`src/include/rsf_defines.svh`:
```
// Offsets, field positions, reset values and widths of the receiver
// status flag bank. Assumes a byte-wide register port.
//
// Overview of operation
// Q sub-code change sets change flag
// Lock-loss flag high unless decoder and loop locked
// Completed buffer transfer sets transfer flag
// Output sample slip or repeat sets slip flag
// Only unmasked flags raise the interrupt
// Slip only from receiver-fed slave port
// Single receiver-fed port is the monitored one
// Both ports receiver-fed: watch port A only
// Q sub-code CRC error sets CRC flag
// Slip register upper bits zero, writes ignored
`ifndef RSF_DEFINES_SVH
`define RSF_DEFINES_SVH

`define RSF_AW         8
`define RSF_DW         8
`define RSF_NEV        5
`define RSF_NSYNC      2

// Register offsets
`define RSF_OFF_STAT2  8'h14
`define RSF_OFF_STAT3  8'h15
`define RSF_OFF_MASK1  8'h16
`define RSF_OFF_MASK2  8'h17
`define RSF_OFF_ISTAT  8'h30

// Q sub-code byte window read after a change
`define RSF_QSUB_FIRST 8'h1F
`define RSF_QSUB_LAST  8'h28

// Event and flag bit positions
`define RSF_B_XFER     0
`define RSF_B_CRC      1
`define RSF_B_UNLOCK   2
`define RSF_B_CHANGE   3
`define RSF_B_SLIP     4
`define RSF_B_SLIP3    0

// Reset values
`define RSF_RST_MASK1  8'h00
`define RSF_RST_MASK2  1'b0
`define RSF_RST_ISTAT  5'h00
`define RSF_RST_RDATA  8'h00

`endif

```
`src/include/rsf_pkg.sv`:
```
// Types of the receiver status flag bank.
// Assumes rsf_defines.svh is on the include path.
`include "rsf_defines.svh"

package rsf_pkg;

   // Synchroniser stages for the lock levels
   typedef struct packed {
      logic [`RSF_NSYNC-1:0] s1;  // First stage
      logic [`RSF_NSYNC-1:0] s2;  // Second stage
   } rsf_sync_s;

   // Interrupt status and mask state
   typedef struct packed {
      logic [`RSF_NEV-1:0] istat;  // Sticky events
      logic [`RSF_DW-1:0]  mask1;  // Mask for four flags
      logic                mask2;  // Mask for slip flag
      logic                irq;    // Registered interrupt
   } rsf_irq_s;

   // Flag bank and read port state
   typedef struct packed {
      logic [`RSF_DW-1:0] rdata;   // Read data
      logic               sc_change;   // Sub-code change
      logic               sc_crc_err;  // Sub-code CRC error
      logic               xfer_done;   // Transfer complete
      logic               out_slip;    // Output slip
      logic               unlock;  // Lock loss
   } rsf_top_s;

endpackage : rsf_pkg

```
`src/include/rsf_if.sv`:
```
// Carrier between the flag bank and its interrupt unit.
// Assumes both ends share one clock.
`timescale 1ns/1ps
`default_nettype none
`include "rsf_defines.svh"

interface rsf_if;
   logic [`RSF_NEV-1:0] ev;     // Event pulses
   logic                clr_wr; // Write-one-to-clear strobe
   logic [`RSF_DW-1:0]  wdata;  // Write data
   logic                m1_wr;  // Mask 1 write
   logic                m2_wr;  // Mask 2 write
   logic [`RSF_NEV-1:0] istat;  // Sticky status
   logic [`RSF_DW-1:0]  mask1;  // Mask 1 value
   logic                mask2;  // Mask 2 value
   logic                irq;    // Interrupt level

   // Flag bank side
   modport ctl (output ev, clr_wr, wdata, m1_wr, m2_wr,
                input istat, mask1, mask2, irq);
   // Interrupt unit side
   modport irq_side (input ev, clr_wr, wdata, m1_wr, m2_wr,
                     output istat, mask1, mask2, irq);
endinterface : rsf_if

`default_nettype wire

```
`src/rsf_sync.sv`:
```
// Two-stage synchroniser bank for asynchronous level inputs.
// Assumes inputs are slow levels, not pulses.
`timescale 1ns/1ps
`default_nettype none
`include "rsf_defines.svh"

module rsf_sync (
   input  wire logic                  clk_in,   // Register clock
   input  wire logic                  rstn_in,  // Async reset, low
   input  wire logic [`RSF_NSYNC-1:0] async_in, // Raw levels
   output logic      [`RSF_NSYNC-1:0] sync_out  // Synchronised levels
);
   rsf_pkg::rsf_sync_s q;  // Current stages
   rsf_pkg::rsf_sync_s d;  // Next stages

   // Shift raw level through two stages
   always_comb begin
      d    = q;
      d.s1 = async_in;
      d.s2 = q.s1;
   end

   // Stage registers
   always_ff @(posedge clk_in or negedge rstn_in) begin
      if (!rstn_in) begin
         q <= '0;
      end else begin
         q <= d;
      end
   end

   assign sync_out = q.s2;
endmodule : rsf_sync

`default_nettype wire

```
`src/rsf_irq.sv`:
```
// Sticky interrupt status, masks and the interrupt level.
// Assumes event pulses and strobes arrive on clk_in.
`timescale 1ns/1ps
`default_nettype none
`include "rsf_defines.svh"

module rsf_irq (
   input  wire logic clk_in,  // Register clock
   input  wire logic rstn_in, // Async reset, low
   rsf_if.irq_side   bus      // Link to flag bank
);
   rsf_pkg::rsf_irq_s   q;    // Current state
   rsf_pkg::rsf_irq_s   d;    // Next state
   logic [`RSF_NEV-1:0] en;   // Per-event enables
   logic [`RSF_NEV-1:0] clr;  // Clear request

   // Next status, masks and interrupt
   always_comb begin
      d   = q;
      clr = bus.clr_wr ? bus.wdata[`RSF_NEV-1:0] : '0;
      // Set wins over a same-cycle clear
      d.istat = (q.istat & ~clr) | bus.ev;
      if (bus.m1_wr) begin
         d.mask1 = bus.wdata;
      end
      if (bus.m2_wr) begin
         d.mask2 = bus.wdata[0];
      end
      en = {d.mask2, d.mask1[`RSF_B_CHANGE:0]};
      // mask gating
      d.irq = |(d.istat & en);
   end

   // State register
   always_ff @(posedge clk_in or negedge rstn_in) begin
      if (!rstn_in) begin
         q.istat <= `RSF_RST_ISTAT;
         q.mask1 <= `RSF_RST_MASK1;
         q.mask2 <= `RSF_RST_MASK2;
         q.irq   <= 1'b0;
      end else begin
         q <= d;
      end
   end

   assign bus.istat = q.istat;
   assign bus.mask1 = q.mask1;
   assign bus.mask2 = q.mask2;
   assign bus.irq   = q.irq;

   // masked flag stays quiet
   a_irq_mask_gate : assert property (@(posedge clk_in) disable iff (!rstn_in)
      q.irq == |(q.istat & {q.mask2, q.mask1[`RSF_B_CHANGE:0]}))
      else $error("interrupt does not match masked status");
   a_event_sticks : assert property (@(posedge clk_in) disable iff (!rstn_in)
      bus.ev[0] |=> q.istat[0] ##1 (q.istat[0] || $past(bus.clr_wr)))
      else $error("transfer event not held in status");
   cover_irq_rise : cover property (@(posedge clk_in) disable iff (!rstn_in)
      $rose(q.irq));
endmodule : rsf_irq

`default_nettype wire

```
`src/rsf_top.sv`:
```
// Receiver status flag bank: sub-code, lock, transfer and slip flags,
// their read port and the masked interrupt.
// Assumes event pulses come from logic on clk_in; lock levels are
// asynchronous and are synchronised here.
`timescale 1ns/1ps
`default_nettype none
`include "rsf_defines.svh"

module rsf_top (
   input  wire logic               clk_in,            // 200 MHz clock
   input  wire logic               rstn_in,           // Async reset, low
   input  wire logic [`RSF_AW-1:0] addr_in,           // Register address
   input  wire logic [`RSF_DW-1:0] wdata_in,          // Write data
   input  wire logic               wr_in,             // Write strobe
   input  wire logic               rd_in,             // Read strobe
   input  wire logic               qsub_change_in,    // Sub-code changed
   input  wire logic               qsub_crc_err_in,   // Sub-code CRC bad
   input  wire logic               xfer_done_in,      // Buffer copy done
   input  wire logic               frame_locked_in,   // Decoder lock, async
   input  wire logic               phase_locked_in,   // Loop lock, async
   input  wire logic               slip_a_in,         // Slip seen at port A
   input  wire logic               slip_b_in,         // Slip seen at port B
   input  wire logic               port_a_rx_src_in,  // Port A fed by receiver
   input  wire logic               port_b_rx_src_in,  // Port B fed by receiver
   input  wire logic               port_a_slave_in,   // Port A in slave mode
   input  wire logic               port_b_slave_in,   // Port B in slave mode
   output logic      [`RSF_DW-1:0] rdata_out,         // Read data
   output logic                    irq_out            // Interrupt, high
);

   // Address match, shared by read and write decode
   function automatic logic rsf_hit(input logic [`RSF_AW-1:0] a,
                                    input logic [`RSF_AW-1:0] o);
      rsf_hit = (a == o);
   endfunction : rsf_hit

   rsf_pkg::rsf_top_s     q;          // Current state
   rsf_pkg::rsf_top_s     d;          // Next state
   logic [`RSF_NSYNC-1:0] lock_s;     // Synchronised locks
   logic                  unlock_now; // Live lock loss
   logic                  sel_a;      // Port A monitored
   logic                  sel_b;      // Port B monitored
   logic                  slip_ev;    // Qualified slip event
   logic                  rd_stat2;   // Read of flag register
   logic                  rd_stat3;   // Read of slip register

   rsf_if ifc ();  // Link to interrupt unit

   // Lock levels cross into the register clock
   rsf_sync u_sync (
      .clk_in   (clk_in),
      .rstn_in  (rstn_in),
      .async_in ({phase_locked_in, frame_locked_in}),
      .sync_out (lock_s)
   );

   // Sticky status, masks and interrupt level
   rsf_irq u_irq (
      .clk_in  (clk_in),
      .rstn_in (rstn_in),
      .bus     (ifc)
   );

   // unlocked unless both locked
   assign unlock_now = ~(lock_s[0] & lock_s[1]);

   // port A takes precedence
   assign sel_a = port_a_rx_src_in;
   // port B only when alone
   assign sel_b = port_b_rx_src_in & ~port_a_rx_src_in;

   // slave-mode receiver-fed port only
   assign slip_ev = (sel_a & port_a_slave_in & slip_a_in)
                  | (sel_b & port_b_slave_in & slip_b_in);

   // Read strobes that clear latched flags
   assign rd_stat2 = rd_in & rsf_hit(addr_in, `RSF_OFF_STAT2);
   assign rd_stat3 = rd_in & rsf_hit(addr_in, `RSF_OFF_STAT3);

   // Events and strobes toward the interrupt unit
   always_comb begin
      ifc.ev                   = '0;
      ifc.ev[`RSF_B_XFER]      = xfer_done_in;
      ifc.ev[`RSF_B_CRC]       = qsub_crc_err_in;
      // Lock loss counts once, on its rising edge
      ifc.ev[`RSF_B_UNLOCK]    = unlock_now & ~q.unlock;
      ifc.ev[`RSF_B_CHANGE]    = qsub_change_in;
      ifc.ev[`RSF_B_SLIP]      = slip_ev;
      ifc.wdata                = wdata_in;
      ifc.clr_wr               = wr_in & rsf_hit(addr_in, `RSF_OFF_ISTAT);
      ifc.m1_wr                = wr_in & rsf_hit(addr_in, `RSF_OFF_MASK1);
      ifc.m2_wr                = wr_in & rsf_hit(addr_in, `RSF_OFF_MASK2);
   end

   // Flag updates and read mux
   always_comb begin
      d = q;
      // change flag, read clears
      d.sc_change  = qsub_change_in | (q.sc_change & ~rd_stat2);
      // CRC flag, read clears
      d.sc_crc_err = qsub_crc_err_in | (q.sc_crc_err & ~rd_stat2);
      // transfer flag, read clears
      d.xfer_done  = xfer_done_in | (q.xfer_done & ~rd_stat2);
      // slip flag, read clears
      d.out_slip   = slip_ev | (q.out_slip & ~rd_stat3);
      // lock loss follows live level
      d.unlock = unlock_now;
      d.rdata  = `RSF_RST_RDATA;
      if (rd_in) begin
         case (addr_in)
            // Flag register, upper bits unused
            `RSF_OFF_STAT2: begin
               d.rdata = {4'h0, q.sc_change, q.unlock, q.sc_crc_err, q.xfer_done};
            end
            // upper bits read zero
            `RSF_OFF_STAT3: begin
               d.rdata = {7'h00, q.out_slip};
            end
            // Mask for four flags
            `RSF_OFF_MASK1: begin
               d.rdata = ifc.mask1;
            end
            // Mask for slip flag
            `RSF_OFF_MASK2: begin
               d.rdata = {7'h00, ifc.mask2};
            end
            // Sticky interrupt status
            `RSF_OFF_ISTAT: begin
               d.rdata = {3'h0, ifc.istat};
            end
            // Unmapped reads as zero
            default: begin
               d.rdata = `RSF_RST_RDATA;
            end
         endcase
      end
   end

   // State register; writes to the slip register are not decoded
   always_ff @(posedge clk_in or negedge rstn_in) begin
      if (!rstn_in) begin
         q.rdata  <= `RSF_RST_RDATA;
         q.sc_change  <= 1'b0;
         q.sc_crc_err <= 1'b0;
         q.xfer_done  <= 1'b0;
         q.out_slip   <= 1'b0;
         // Unlocked until the locks are seen
         q.unlock <= 1'b1;
      end else begin
         q <= d;
      end
   end

   // Outputs straight from flip-flops
   assign rdata_out = q.rdata;
   assign irq_out   = ifc.irq;

   // Checks on the flag bank

   // change sets flag
   a_change_set : assert property (@(posedge clk_in) disable iff (!rstn_in)
      qsub_change_in |=> q.sc_change)
      else $error("sub-code change flag not set");

   // loss shows one cycle later
   a_unlock_high : assert property (@(posedge clk_in) disable iff (!rstn_in)
      !(lock_s[0] && lock_s[1]) |=> q.unlock)
      else $error("lock loss flag low while unlocked");

   a_unlock_low : assert property (@(posedge clk_in) disable iff (!rstn_in)
      (lock_s[0] && lock_s[1]) |=> !q.unlock)
      else $error("lock loss flag high while locked");

   // transfer sets flag
   a_xfer_set : assert property (@(posedge clk_in) disable iff (!rstn_in)
      xfer_done_in |=> q.xfer_done)
      else $error("transfer flag not set");

   // slip flag read back
   a_slip_read : assert property (@(posedge clk_in) disable iff (!rstn_in)
      (q.out_slip && rd_in && addr_in == `RSF_OFF_STAT3) |=> rdata_out == 8'h01)
      else $error("slip flag not read back");

   // slip needs slave port
   a_slip_slave : assert property (@(posedge clk_in) disable iff (!rstn_in)
      (!q.out_slip ##1 q.out_slip) |-> $past((port_a_rx_src_in && port_a_slave_in)
                                    || (port_b_rx_src_in && port_b_slave_in)))
      else $error("slip raised without receiver-fed slave port");

   // lone port B monitored
   a_slip_port_b : assert property (@(posedge clk_in) disable iff (!rstn_in)
      (!port_a_rx_src_in && port_b_rx_src_in && port_b_slave_in && slip_b_in)
      |=> q.out_slip)
      else $error("slip on lone port B missed");

   // port B ignored with A
   a_slip_port_a : assert property (@(posedge clk_in) disable iff (!rstn_in)
      (port_a_rx_src_in && port_b_rx_src_in && slip_b_in && !slip_a_in
       && !q.out_slip) |=> !q.out_slip)
      else $error("port B slip counted while port A fed");

   // CRC error sets flag
   a_crc_set : assert property (@(posedge clk_in) disable iff (!rstn_in)
      qsub_crc_err_in |=> q.sc_crc_err ##1 (q.sc_crc_err || $past(rd_stat2)))
      else $error("sub-code CRC flag not held");

   // upper bits are zero
   a_stat3_zero : assert property (@(posedge clk_in) disable iff (!rstn_in)
      (rd_in && addr_in == `RSF_OFF_STAT3) |=> rdata_out[7:1] == 7'h00)
      else $error("slip register upper bits not zero");

   // write leaves flag alone
   a_stat3_nowrite : assert property (@(posedge clk_in) disable iff (!rstn_in)
      (wr_in && addr_in == `RSF_OFF_STAT3 && q.out_slip && !rd_in) |=> q.out_slip)
      else $error("write changed slip register");

   // Read data stand one cycle only
   a_read_once : assert property (@(posedge clk_in) disable iff (!rstn_in)
      !rd_in |=> rdata_out == 8'h00)
      else $error("read data outside read answer cycle");

   // read without new change clears flag
   a_change_clear : assert property (@(posedge clk_in) disable iff (!rstn_in)
      (rd_stat2 && !qsub_change_in) |=> !q.sc_change)
      else $error("sub-code change flag not cleared by read");

   // read without new slip clears flag
   a_slip_clear : assert property (@(posedge clk_in) disable iff (!rstn_in)
      (rd_stat3 && !slip_ev) |=> !q.out_slip)
      else $error("slip flag not cleared by read");

   // lock loss rise reaches status
   a_unlock_event : assert property (@(posedge clk_in) disable iff (!rstn_in)
      (unlock_now && !q.unlock) |=> ifc.istat[`RSF_B_UNLOCK])
      else $error("lock loss event not in interrupt status");

   // CRC error reaches status
   a_crc_event : assert property (@(posedge clk_in) disable iff (!rstn_in)
      qsub_crc_err_in |=> ifc.istat[`RSF_B_CRC])
      else $error("CRC event not in interrupt status");

   // qualified slip reaches status
   a_slip_event : assert property (@(posedge clk_in) disable iff (!rstn_in)
      slip_ev |=> ifc.istat[`RSF_B_SLIP])
      else $error("slip event not in interrupt status");

   // all masked keeps interrupt low
   a_irq_all_masked : assert property (@(posedge clk_in) disable iff (!rstn_in)
      (ifc.mask1 == 8'h00 && !ifc.mask2 && !ifc.m1_wr && !ifc.m2_wr)
      |=> !irq_out)
      else $error("interrupt raised with every flag masked");

   // Flag register upper bits read zero
   a_stat2_upper : assert property (@(posedge clk_in) disable iff (!rstn_in)
      rd_stat2 |=> rdata_out[7:4] == 4'h0)
      else $error("flag register upper bits not zero");

   // Main scenarios
   cover_slip_both : cover property (@(posedge clk_in) disable iff (!rstn_in)
      port_a_rx_src_in && port_b_rx_src_in && slip_ev);

   cover_read_clear : cover property (@(posedge clk_in) disable iff (!rstn_in)
      q.sc_change && rd_stat2 ##1 !q.sc_change);

   cover_slip_port_b : cover property (@(posedge clk_in) disable iff (!rstn_in)
      sel_b && slip_ev);

   cover_irq_unlock : cover property (@(posedge clk_in) disable iff (!rstn_in)
      q.unlock ##1 irq_out);

endmodule : rsf_top

`default_nettype wire

```
`config.mk`:
```
export PLATFORM = sky130hd
export DESIGN_NAME = rsf_top
export DESIGN_NICKNAME = d
export VERILOG_FILES = /design/src/include/rsf_pkg.sv /design/src/include/rsf_if.sv /design/src/rsf_sync.sv /design/src/rsf_irq.sv /design/src/rsf_top.sv
export VERILOG_INCLUDE_DIRS = /design/src /design/src/include
export SDC_FILE = /design/constraint.sdc
export NUM_CORES = 1
export LEC_CHECK = 0
export BUFFER_PORTS_ARGS = -buffer_cell sky130_fd_sc_hd__buf_2
export CELL_PAD_IN_SITES_DETAIL_PLACEMENT = 0
export CELL_PAD_IN_SITES_GLOBAL_PLACEMENT = 1
export CORE_ASPECT_RATIO = 0.7
export CORE_MARGIN = 5
export CORE_UTILIZATION = 30
export CTS_CLUSTER_DIAMETER = 80
export DETAILED_ROUTE_END_ITERATION = 8
export PLACE_DENSITY_LB_ADDON = 0.1
export SETUP_SLACK_MARGIN = 0.1
export SYNTH_ARGS = -nofsm -noshare
export SYNTH_HDL_FRONTEND = slang
export SYNTH_SLANG_ARGS = --single-unit
```
`constraint.sdc`:
```
create_clock -name clk_in -period 1.8 [get_ports clk_in]
set_clock_uncertainty 0.1 [all_clocks]
set_input_delay 0.18 -clock clk_in [delete_from_list [all_inputs] [get_ports clk_in]]
set_output_delay 0.18 -clock clk_in [all_outputs]
set_load 0.01 [all_outputs]
```
# Word level (Yosys, flattened, before mapping)
# Cells that the tools add are included.
# Widths: inputs -> output; s select.
word_totals:
  register_bits: 32
  input_bits: 31
  wordCells: 54
op_classes:
  n_eq_ne: 5
  mux: 5
  bitwise_logic: 30
  n_reduce_logical: 1
op_table:
  columns: ["cell", "n"]
  rows:
  - ["$pmux 8 s5", 1]
  - ["$eq 8x5->1 const B", 4]
  - ["$and 1x1->1", 16]
  - ["$and 5x5->5", 2]
  - ["$eq 8x6->1 const B", 1]
  - ["$mux 8", 1]
  - ["$mux 5", 1]
  - ["$not 1->1", 5]
  - ["$not 5->5", 1]
  - ["$or 1x1->1", 5]
  - ["$or 5x5->5", 1]
  - ["$reduce_or 5->1", 1]
  - ["$mux 4", 1]
  - ["$mux 1", 1]

# Longest topological paths before layout
# Gate-level depths: netlist of run 1.
logic_depth:
  ltp_word: 8
  ltp_mapped: 6
  mapped_depth_nobuf: 5

# Hierarchy
# A second synthesis of run 1 with hierarchy kept.
unflattened:
  cells_unflattened: 114
  hier_area_um2: 1411.4
modules_own_cells:
  columns: ["mod", "instances", "cells_each", "area_each_um2", "seq_area_each_um2"]
  rows:
  - ["rsf_top", 1, 72, 738.2, 326.6]
  - ["rsf_irq", 1, 38, 573.0, 375.4]
  - ["rsf_sync", 1, 4, 100.1, 100.1]

# Worst setup path after synthesis of run 1
# OpenSTA, ideal clock, no wires.
synth_timing:
  kind: "input to register"
  from: "in addr_in[7]"
  to: "reg, netlist name u_irq.bus.irq"
  setup_ps: 124
  t_arrival_ps: 2098
  required_ps: 1576
  slack_ps: -523
  stages: 5
  path_buffers: 0
  cell_sequence: "or4b_4 nor4b_4 mux2_2 a22o_2 a211o_2"
synth_lines:
  columns: ["element", "line", "source"]
  rows:
  - ["from (decl)", "rsf_top.sv:12", "input wire logic [`RSF_AW-1:0] addr_in,"]

==> results of run 1 <==
-- flip-flops by register name, indices dropped and copies added (netlist names) --
register and flops:
u_irq.bus.irq 1, u_sync.sync_out 2, u_irq.bus.istat 5, rdata_out 8
u_irq.bus.mask2 1, u_irq.bus.mask1 8, q 5, u_sync.d 2
-- logic make-up (layout without fill, tap and decap cells) --
| logic type | count (synthesis) | count (layout) | synth area share |
|---|---|---|---|
| compound gates | 22 | 22 | 0.120 |
| flops | 32 | 32 | 0.583 |
| buf+inv | 10 | 73 | 0.0545 |
| simple gates | 35 | 35 | 0.162 |
| mux | 10 | 10 | 0.0809 |
-- per-layer routing --
layer / up-vias / wire [um] / GRT usage / part of all wire
li1: 523 / - / - / -
met1: 527 / 1660 / 0.183 / 0.49
met2: 35 / 1450 / 0.170 / 0.42
met3: 2 / 294 / 0.0451 / 0.086
met4: 0 / 19 / 0.0385 / 0.0056
met5: - / 0 / 0 / 0
-- cells in the final DEF, fill, tap and decap left out, drive strengths merged, types with 2 or more instances in the layout --
cell type and n:
buf 60, dfrtp 31, mux2 9, a21o 8
nor2 6, nand3 5, clkbuf 5, and3 4
nand2 4, dlygate4sd3 4, nand4 3, a222oi 3
nor4b 3, nor2b 3, o21ai 3, nand3b 2
nor3b 2, a21oi 2, a22oi 2, a22o 2
-- worst paths after layout --
check | endpoint | slack [ns] | depth (start not counted)
setup / recovery | u_irq.bus.irq$_DFF_PN0_ | -0.28 | 7
max in group asynchronous | u_irq.bus.irq$_DFF_PN0_ | 0.77 | 2
setup reg to reg | u_irq.bus.irq$_DFF_PN0_ | 0.33 | 4
min in group asynchronous | u_irq.bus.mask1[6]$_DFFE_PN0P_ | 0.39 | 2
hold reg to reg | u_sync.sync_out[0]$_DFF_PN0_ | 0.26 | 0
hold / removal | q[3]$_DFF_PN0_ | 0.008 | 2
-- power breakdown --
part	leakage (nW)	switching, mW	internal [mW]	total (mW)
sequential	0.385	0.0103	0.740	0.751
clock	0.0541	0.267	0.409	0.676
combinational	0.472	0.0649	0.0787	0.144
-- timing repair --
action,CTS,global route
gates resized for setup,7,1
pin swaps,4,0
hold buffers,4,0
setup endpoints to repair,6,7
buffers inserted,2,1
endpoints found under the hold margin,34,0
-- area by class of cell --
cell class	count	area [um^2]
clock buffer	5	68.8
clock inverter	3	42.5
fill	417	2450
inverter	1	3.75
multi-input combinational	67	533
sequential	32	802
tap	55	68.8
timing repair buffer	64	405
-- worst max-delay path, stage by stage --
cell and delay [ns]:
buf_6 0.09, or4b_4 0.57, nor4b_4 0.27, buf_4 0.19, mux2_4 0.31, a22o_1 0.23, a211o_2 0.30
==> impl_results.md, run 1 <==
* Yosys reg bits at 32
* Peak supply drop at between 0.0003 and 0.0004 V
* Crit. End Element: flip-flop
* Fin nets at 202
* Vias per cell at between 4 and 5
* Die Area at 6060 um^2
* Leading area contributor after synthesis: dfrtp_1
* Worst endpoint data arrival time at approximately 2.1 ns
* Synth warn at 0
* Max-cap violations at 0
* Async set-reset flop share out of synthesis at 1.00
* Synth top area cells: dfrtp_1 (56%), mux2_2 (7.4%), a21o_1 (4.4%), buf_4 (4.4%), a222oi_1 (2.2%)
* Clk sink count at 32
* Max Root-Sink Buffers at 2
* Hold WC Path Type: primary input to flip-flop
* Synth top area share at 0.564
* Leak at approximately 0.91 nW
* Post-synth EDFFs at 0
* Post-Syn Area at roughly 1400 um^2
* Post-route ant nets at 0
* Final Cell Area at 1920 um^2
* GRT Residual Overflow at 0
* CTS H-tree depth at 2
* Post-Place Cells at around 210
* R2R Path Start: q[0]$_DFF_PN1_
* Worst Hold Slack at ~0.008 ns
* Top cells by count, synth: dfrtp_1 (31), mux2_2 (9), a21o_1 (8), buf_4 (8), nor2_1 (6)
* Layout cells sized above 1 at 0.494
* Non-filler instance count after layout at approximately 230
* Setup TNS at -0.277 ns
* Slew headroom at 0.534
* Chip width at 91.0 um
* Root buffer cell: clkbuf_8
* Setup Crit Path Kind: primary input to flip-flop
* CP Max Fanout at 5
* PwrDens at about 800 nW/um^2
* Period Utilization, post-route at 1.15
* Outcome: finished, violations left
* Violated checks: setup timing
* Number of distinct library cells after synthesis at 29
* Final Worst Setup Slack at -0.277 ns
* Io pins at 40
* Fmax at between 400 and 500 MHz
* Clk slew on worst S/H paths at around 0.070 ns
* First-pass GRT wire length at 5750 um
* Final hold vios at 0
* Largest net degree at the start of global routing at 33
* GPL Wtd Cong at a little over 0.8
* Ant diodes at 0
* DRC violations left at 0
* Detailed-route via count at 1087
* Critical Path Start: addr_in[3]
* Dpl hpwl at roughly 2700 um
* Post-synth net total at 140
* Die height at roughly 67 um
* Critical Path RT at approximately 1.9 ns
* Total Power at around 1.6 mW
* Slew @ Worst Pin at roughly 0.7 ns
* First-pass DRT Iterations at 6
* Starting Density at 0.314
* Syn Area/Cell at between 10 and 15 um^2
* Floorplan core area at approximately 4400 um^2
* CTS tree: built
* GRT Util Overall at 0.125
* Antenna violations before repair at 0
* Rows at 20
* Pre-CTS setup slack at -0.576 ns
* Vias in the first global route at 1131
* CTS Buf Count at 5
* Final Max Tran Viols at 0
* Final core utilization at 0.439
* Most common cell in the netlist: dfrtp_1
* Area grow syn2layout at 39.8%
* Hold path start: qsub_crc_err_in
* Final setup violation count at 1
* Worst-Skew Late Latency at 0.28 ns
* WL final at around 3400 um
* Critical path launch point type: primary input
* Sequential fraction of the synthesis area at 0.583
* PortBufs at 39
* DRT iter0 DRCs at about 70
* Routed len/inst at 15.1 um
* Tmin final at 2.08 ns
* Placement Cell Area at between 1500 and 2000 um^2
* RSZ-0062 raised after global routing: true
* Syn Inst Count at ~110
* Ys flop type: dfrtp_1
Power figures use the tool's default switching activity.
==> inputs of run 2 (changes only) <==
- CTS_CLUSTER_DIAMETER: 80 -> unset
- REMOVE_ABC_BUFFERS: unset -> 1
==> run 2 against run 1 <==
  * Clock power about the same
  * Sequential power about the same
  * The flow still finishes with violations (setup timing)
  * Clock-buffer cell count increased by 1
  * Largest power group unchanged
  * Power about the same
  * Worst setup slack improved by 0.060 ns
==> impl_results.md, run 2 (same netlist as run 1, synthesis figures left out) <==
* Post-Place Cells at 210
* Layout cells sized above 1 at 0.465
* CTS tree: built
* FF-to-FF End: u_irq.bus.irq$_DFF_PN0_
* Io pins at 40
* DRT iter0 DRCs at 38
* GPL Wtd Cong at 0.746
* Clk slew on worst S/H paths at approximately 0.070 ns
* Area grow syn2layout at 38.3%
* Critical path launch point type: primary input
* Violated checks: setup timing
* Clk sink count at 32
* # fillers at roughly 420
* Seq. cell area at between 800 and 900 um^2
* CP top delay family: simple AND/OR/NAND/NOR gates
* Chip width at 91.0 um
* Crit. End Element: flip-flop
* Critical Path RT at ~1.9 ns
* Combinational power share at 0.090
* Critical Path Start: addr_in[7]
* CP Max Fanout at 5
* Critical path depth at 7
* First-pass DRT Iterations at 6
* Worst Hold Slack at 0.0114 ns
* PwrDens at a little over 800 nW/um^2
* Die height at 66.7 um
* GRT Util Overall at 0.125
* Worst-Skew Late Latency at 0.29 ns
* Largest net degree at the start of global routing at 33
* CTS H-tree depth at 2
* Commonest non-fill, non-tap cell in the layout: buf_2
* Peak supply drop at 0.000471 V
* First-pass GRT wire length at 5670 um
* Starting Density at 0.314
* Dpl hpwl at between 2000 and 3000 um
* Highest-delay cell along the critical path: or4b_4
* RSZ-0062 raised after global routing: true
* Final setup violation count at 1
* Reg power frac at 0.478
* Internal Power at about 1.2 mW
* Outcome: finished, violations left
* Slew @ Worst Pin at between 0.7 and 0.8 ns
* Worst endpoint data arrival time at 2.09 ns
* Routed len/inst at approximately 16 um
* Final Max Tran Viols at 0
* Fin nets at 200
* Crit path buf inv count at 2
* P_sw at 0.342 mW
* Floorplan core area at between 4000 and 5000 um^2
* Area of the multi-input gates at approximately 530 um^2
* Max Root-Sink Buffers at 2
* Antenna violations before repair at 0
* Die Area at around 6100 um^2
* Period Utilization, post-route at 1.12
* Leak at 0.900 nW
* Ant diodes at 0
* Post-route ant nets at 0
* Final hold vios at 0
* PortBufs at 39
* Switch share at 0.218
* Vias in the first global route at 1108
* Non-filler instance count after layout at around 230
* Tmin final at just over 2 ns
* Fmax at 496 MHz
* Final Worst Setup Slack at -0.217 ns
* R2R Path Start: q[0]$_DFF_PN1_
* WL final at 3530 um
* Rows at 20
* Setup Crit Path Kind: primary input to flip-flop
* Slew headroom at 0.529
* CP max stage delay at 0.57 ns
* CP endpoint: u_irq.bus.irq$_DFF_PN0_
* Detailed-route via count at 1099
* Hold WC Path Type: primary input to flip-flop
* GRT Residual Overflow at 0
* Root buffer cell: clkbuf_8
* Vias per cell at 4.88
* CTS Buf Count at 5
* DRC violations left at 0
* Worst r2r path cells at 4
* CP Cell Sequence: buf_6, or4b_4, nor4b_4, buf_4, mux2_4, a22o_1, a211o_2
* Max-cap violations at 0
* FF-to-FF setup slack at approximately 0.30 ns
* Most frequent cells in the layout: buf_2 (37), dfrtp_1 (31), buf_4 (18)
* Clock Power Share at 0.432
* Hold path start: qsub_change_in
## run 2: cell types whose count changed in the layout (fill, tap and decap cells not counted), sizes merged
cell	delta
buf	-3
clkbuf	+1
clkinvlp	-1
dlygate4sd3	+1
## run 2: worst reg2reg max path: cells and delay by family, from the launching register on
family / cells / cell delay, ns
compound gates: 4 / 0.75
flops: 1 / 0.54
## run 2: cell type report
type / count / share of cell area
inverter: 1 / 0.00197
clock buffer: 6 / 0.0381
timing repair buffer: 62 / 0.206
multi-input combinational: 67 / 0.277
sequential: 32 / 0.421
tap: 55 / 0.0362
clock inverter: 2 / 0.0184
## run 2: per-stage QoR
stage	TNS (ns)	cell area [um^2]	total power, mW	setup WS (ns)	util
finish	-0.217	1900	1.57	-0.217	0.435
global route	-0.271	1900	1.62	-0.271	0.435
CTS	-0.268	1880	1.58	-0.268	0.428
detailed placement	-2.71	1690	0.888	-0.648	0.386
global placement	-2.44	1690	0.886	-0.592	0.386
floorplan	-0.573	1310	0.799	-0.523	-
## run 2: power groups by stage
| stage | clock [mW] | sequential (mW) | combinational, mW |
|---|---|---|---|
| 3_5_place_dp | 0 | 0.763 | 0.125 |
| 6_report | 0.678 | 0.751 | 0.141 |
| 2_1_floorplan | 0 | 0.763 | 0.0359 |
| 5_1_grt | 0.713 | 0.752 | 0.156 |
| 4_1_cts | 0.694 | 0.750 | 0.136 |
| 3_3_place_gp | 0 | 0.764 | 0.122 |
## run 2: how the worst min path moves through the flow
stage,depth (start not counted),slack [ns],endpoint
CTS,2,0.01,q[4]$_DFF_PN0_
floorplan,0,-0.22,q[1]$_DFF_PN0_
global route,2,0.02,q[4]$_DFF_PN0_
global placement,1,0.17,rdata_out[6]$_DFF_PN0_
finish,2,0.01,q[4]$_DFF_PN0_
detailed placement,1,0.17,rdata_out[6]$_DFF_PN0_
## run 2: repair_timing
| item | CTS | global route |
|---|---|---|
| gates resized for setup | 3 | 6 |
| setup endpoints to repair | 6 | 10 |
| setup buffers | 2 | 1 |
| endpoints found under the hold margin | 35 | 0 |
| pin swaps | 2 | 4 |
| hold buffers | 5 | 0 |
## run 2: layer usage
metal / vias to the layer above / GRT usage / part of all wire
li1: 519 / - / -
met1: 544 / 0.163 / 0.48
met2: 28 / 0.189 / 0.45
met3: 8 / 0.0440 / 0.058
met4: 0 / 0.0495 / 0.017
met5: - / 0 / 0
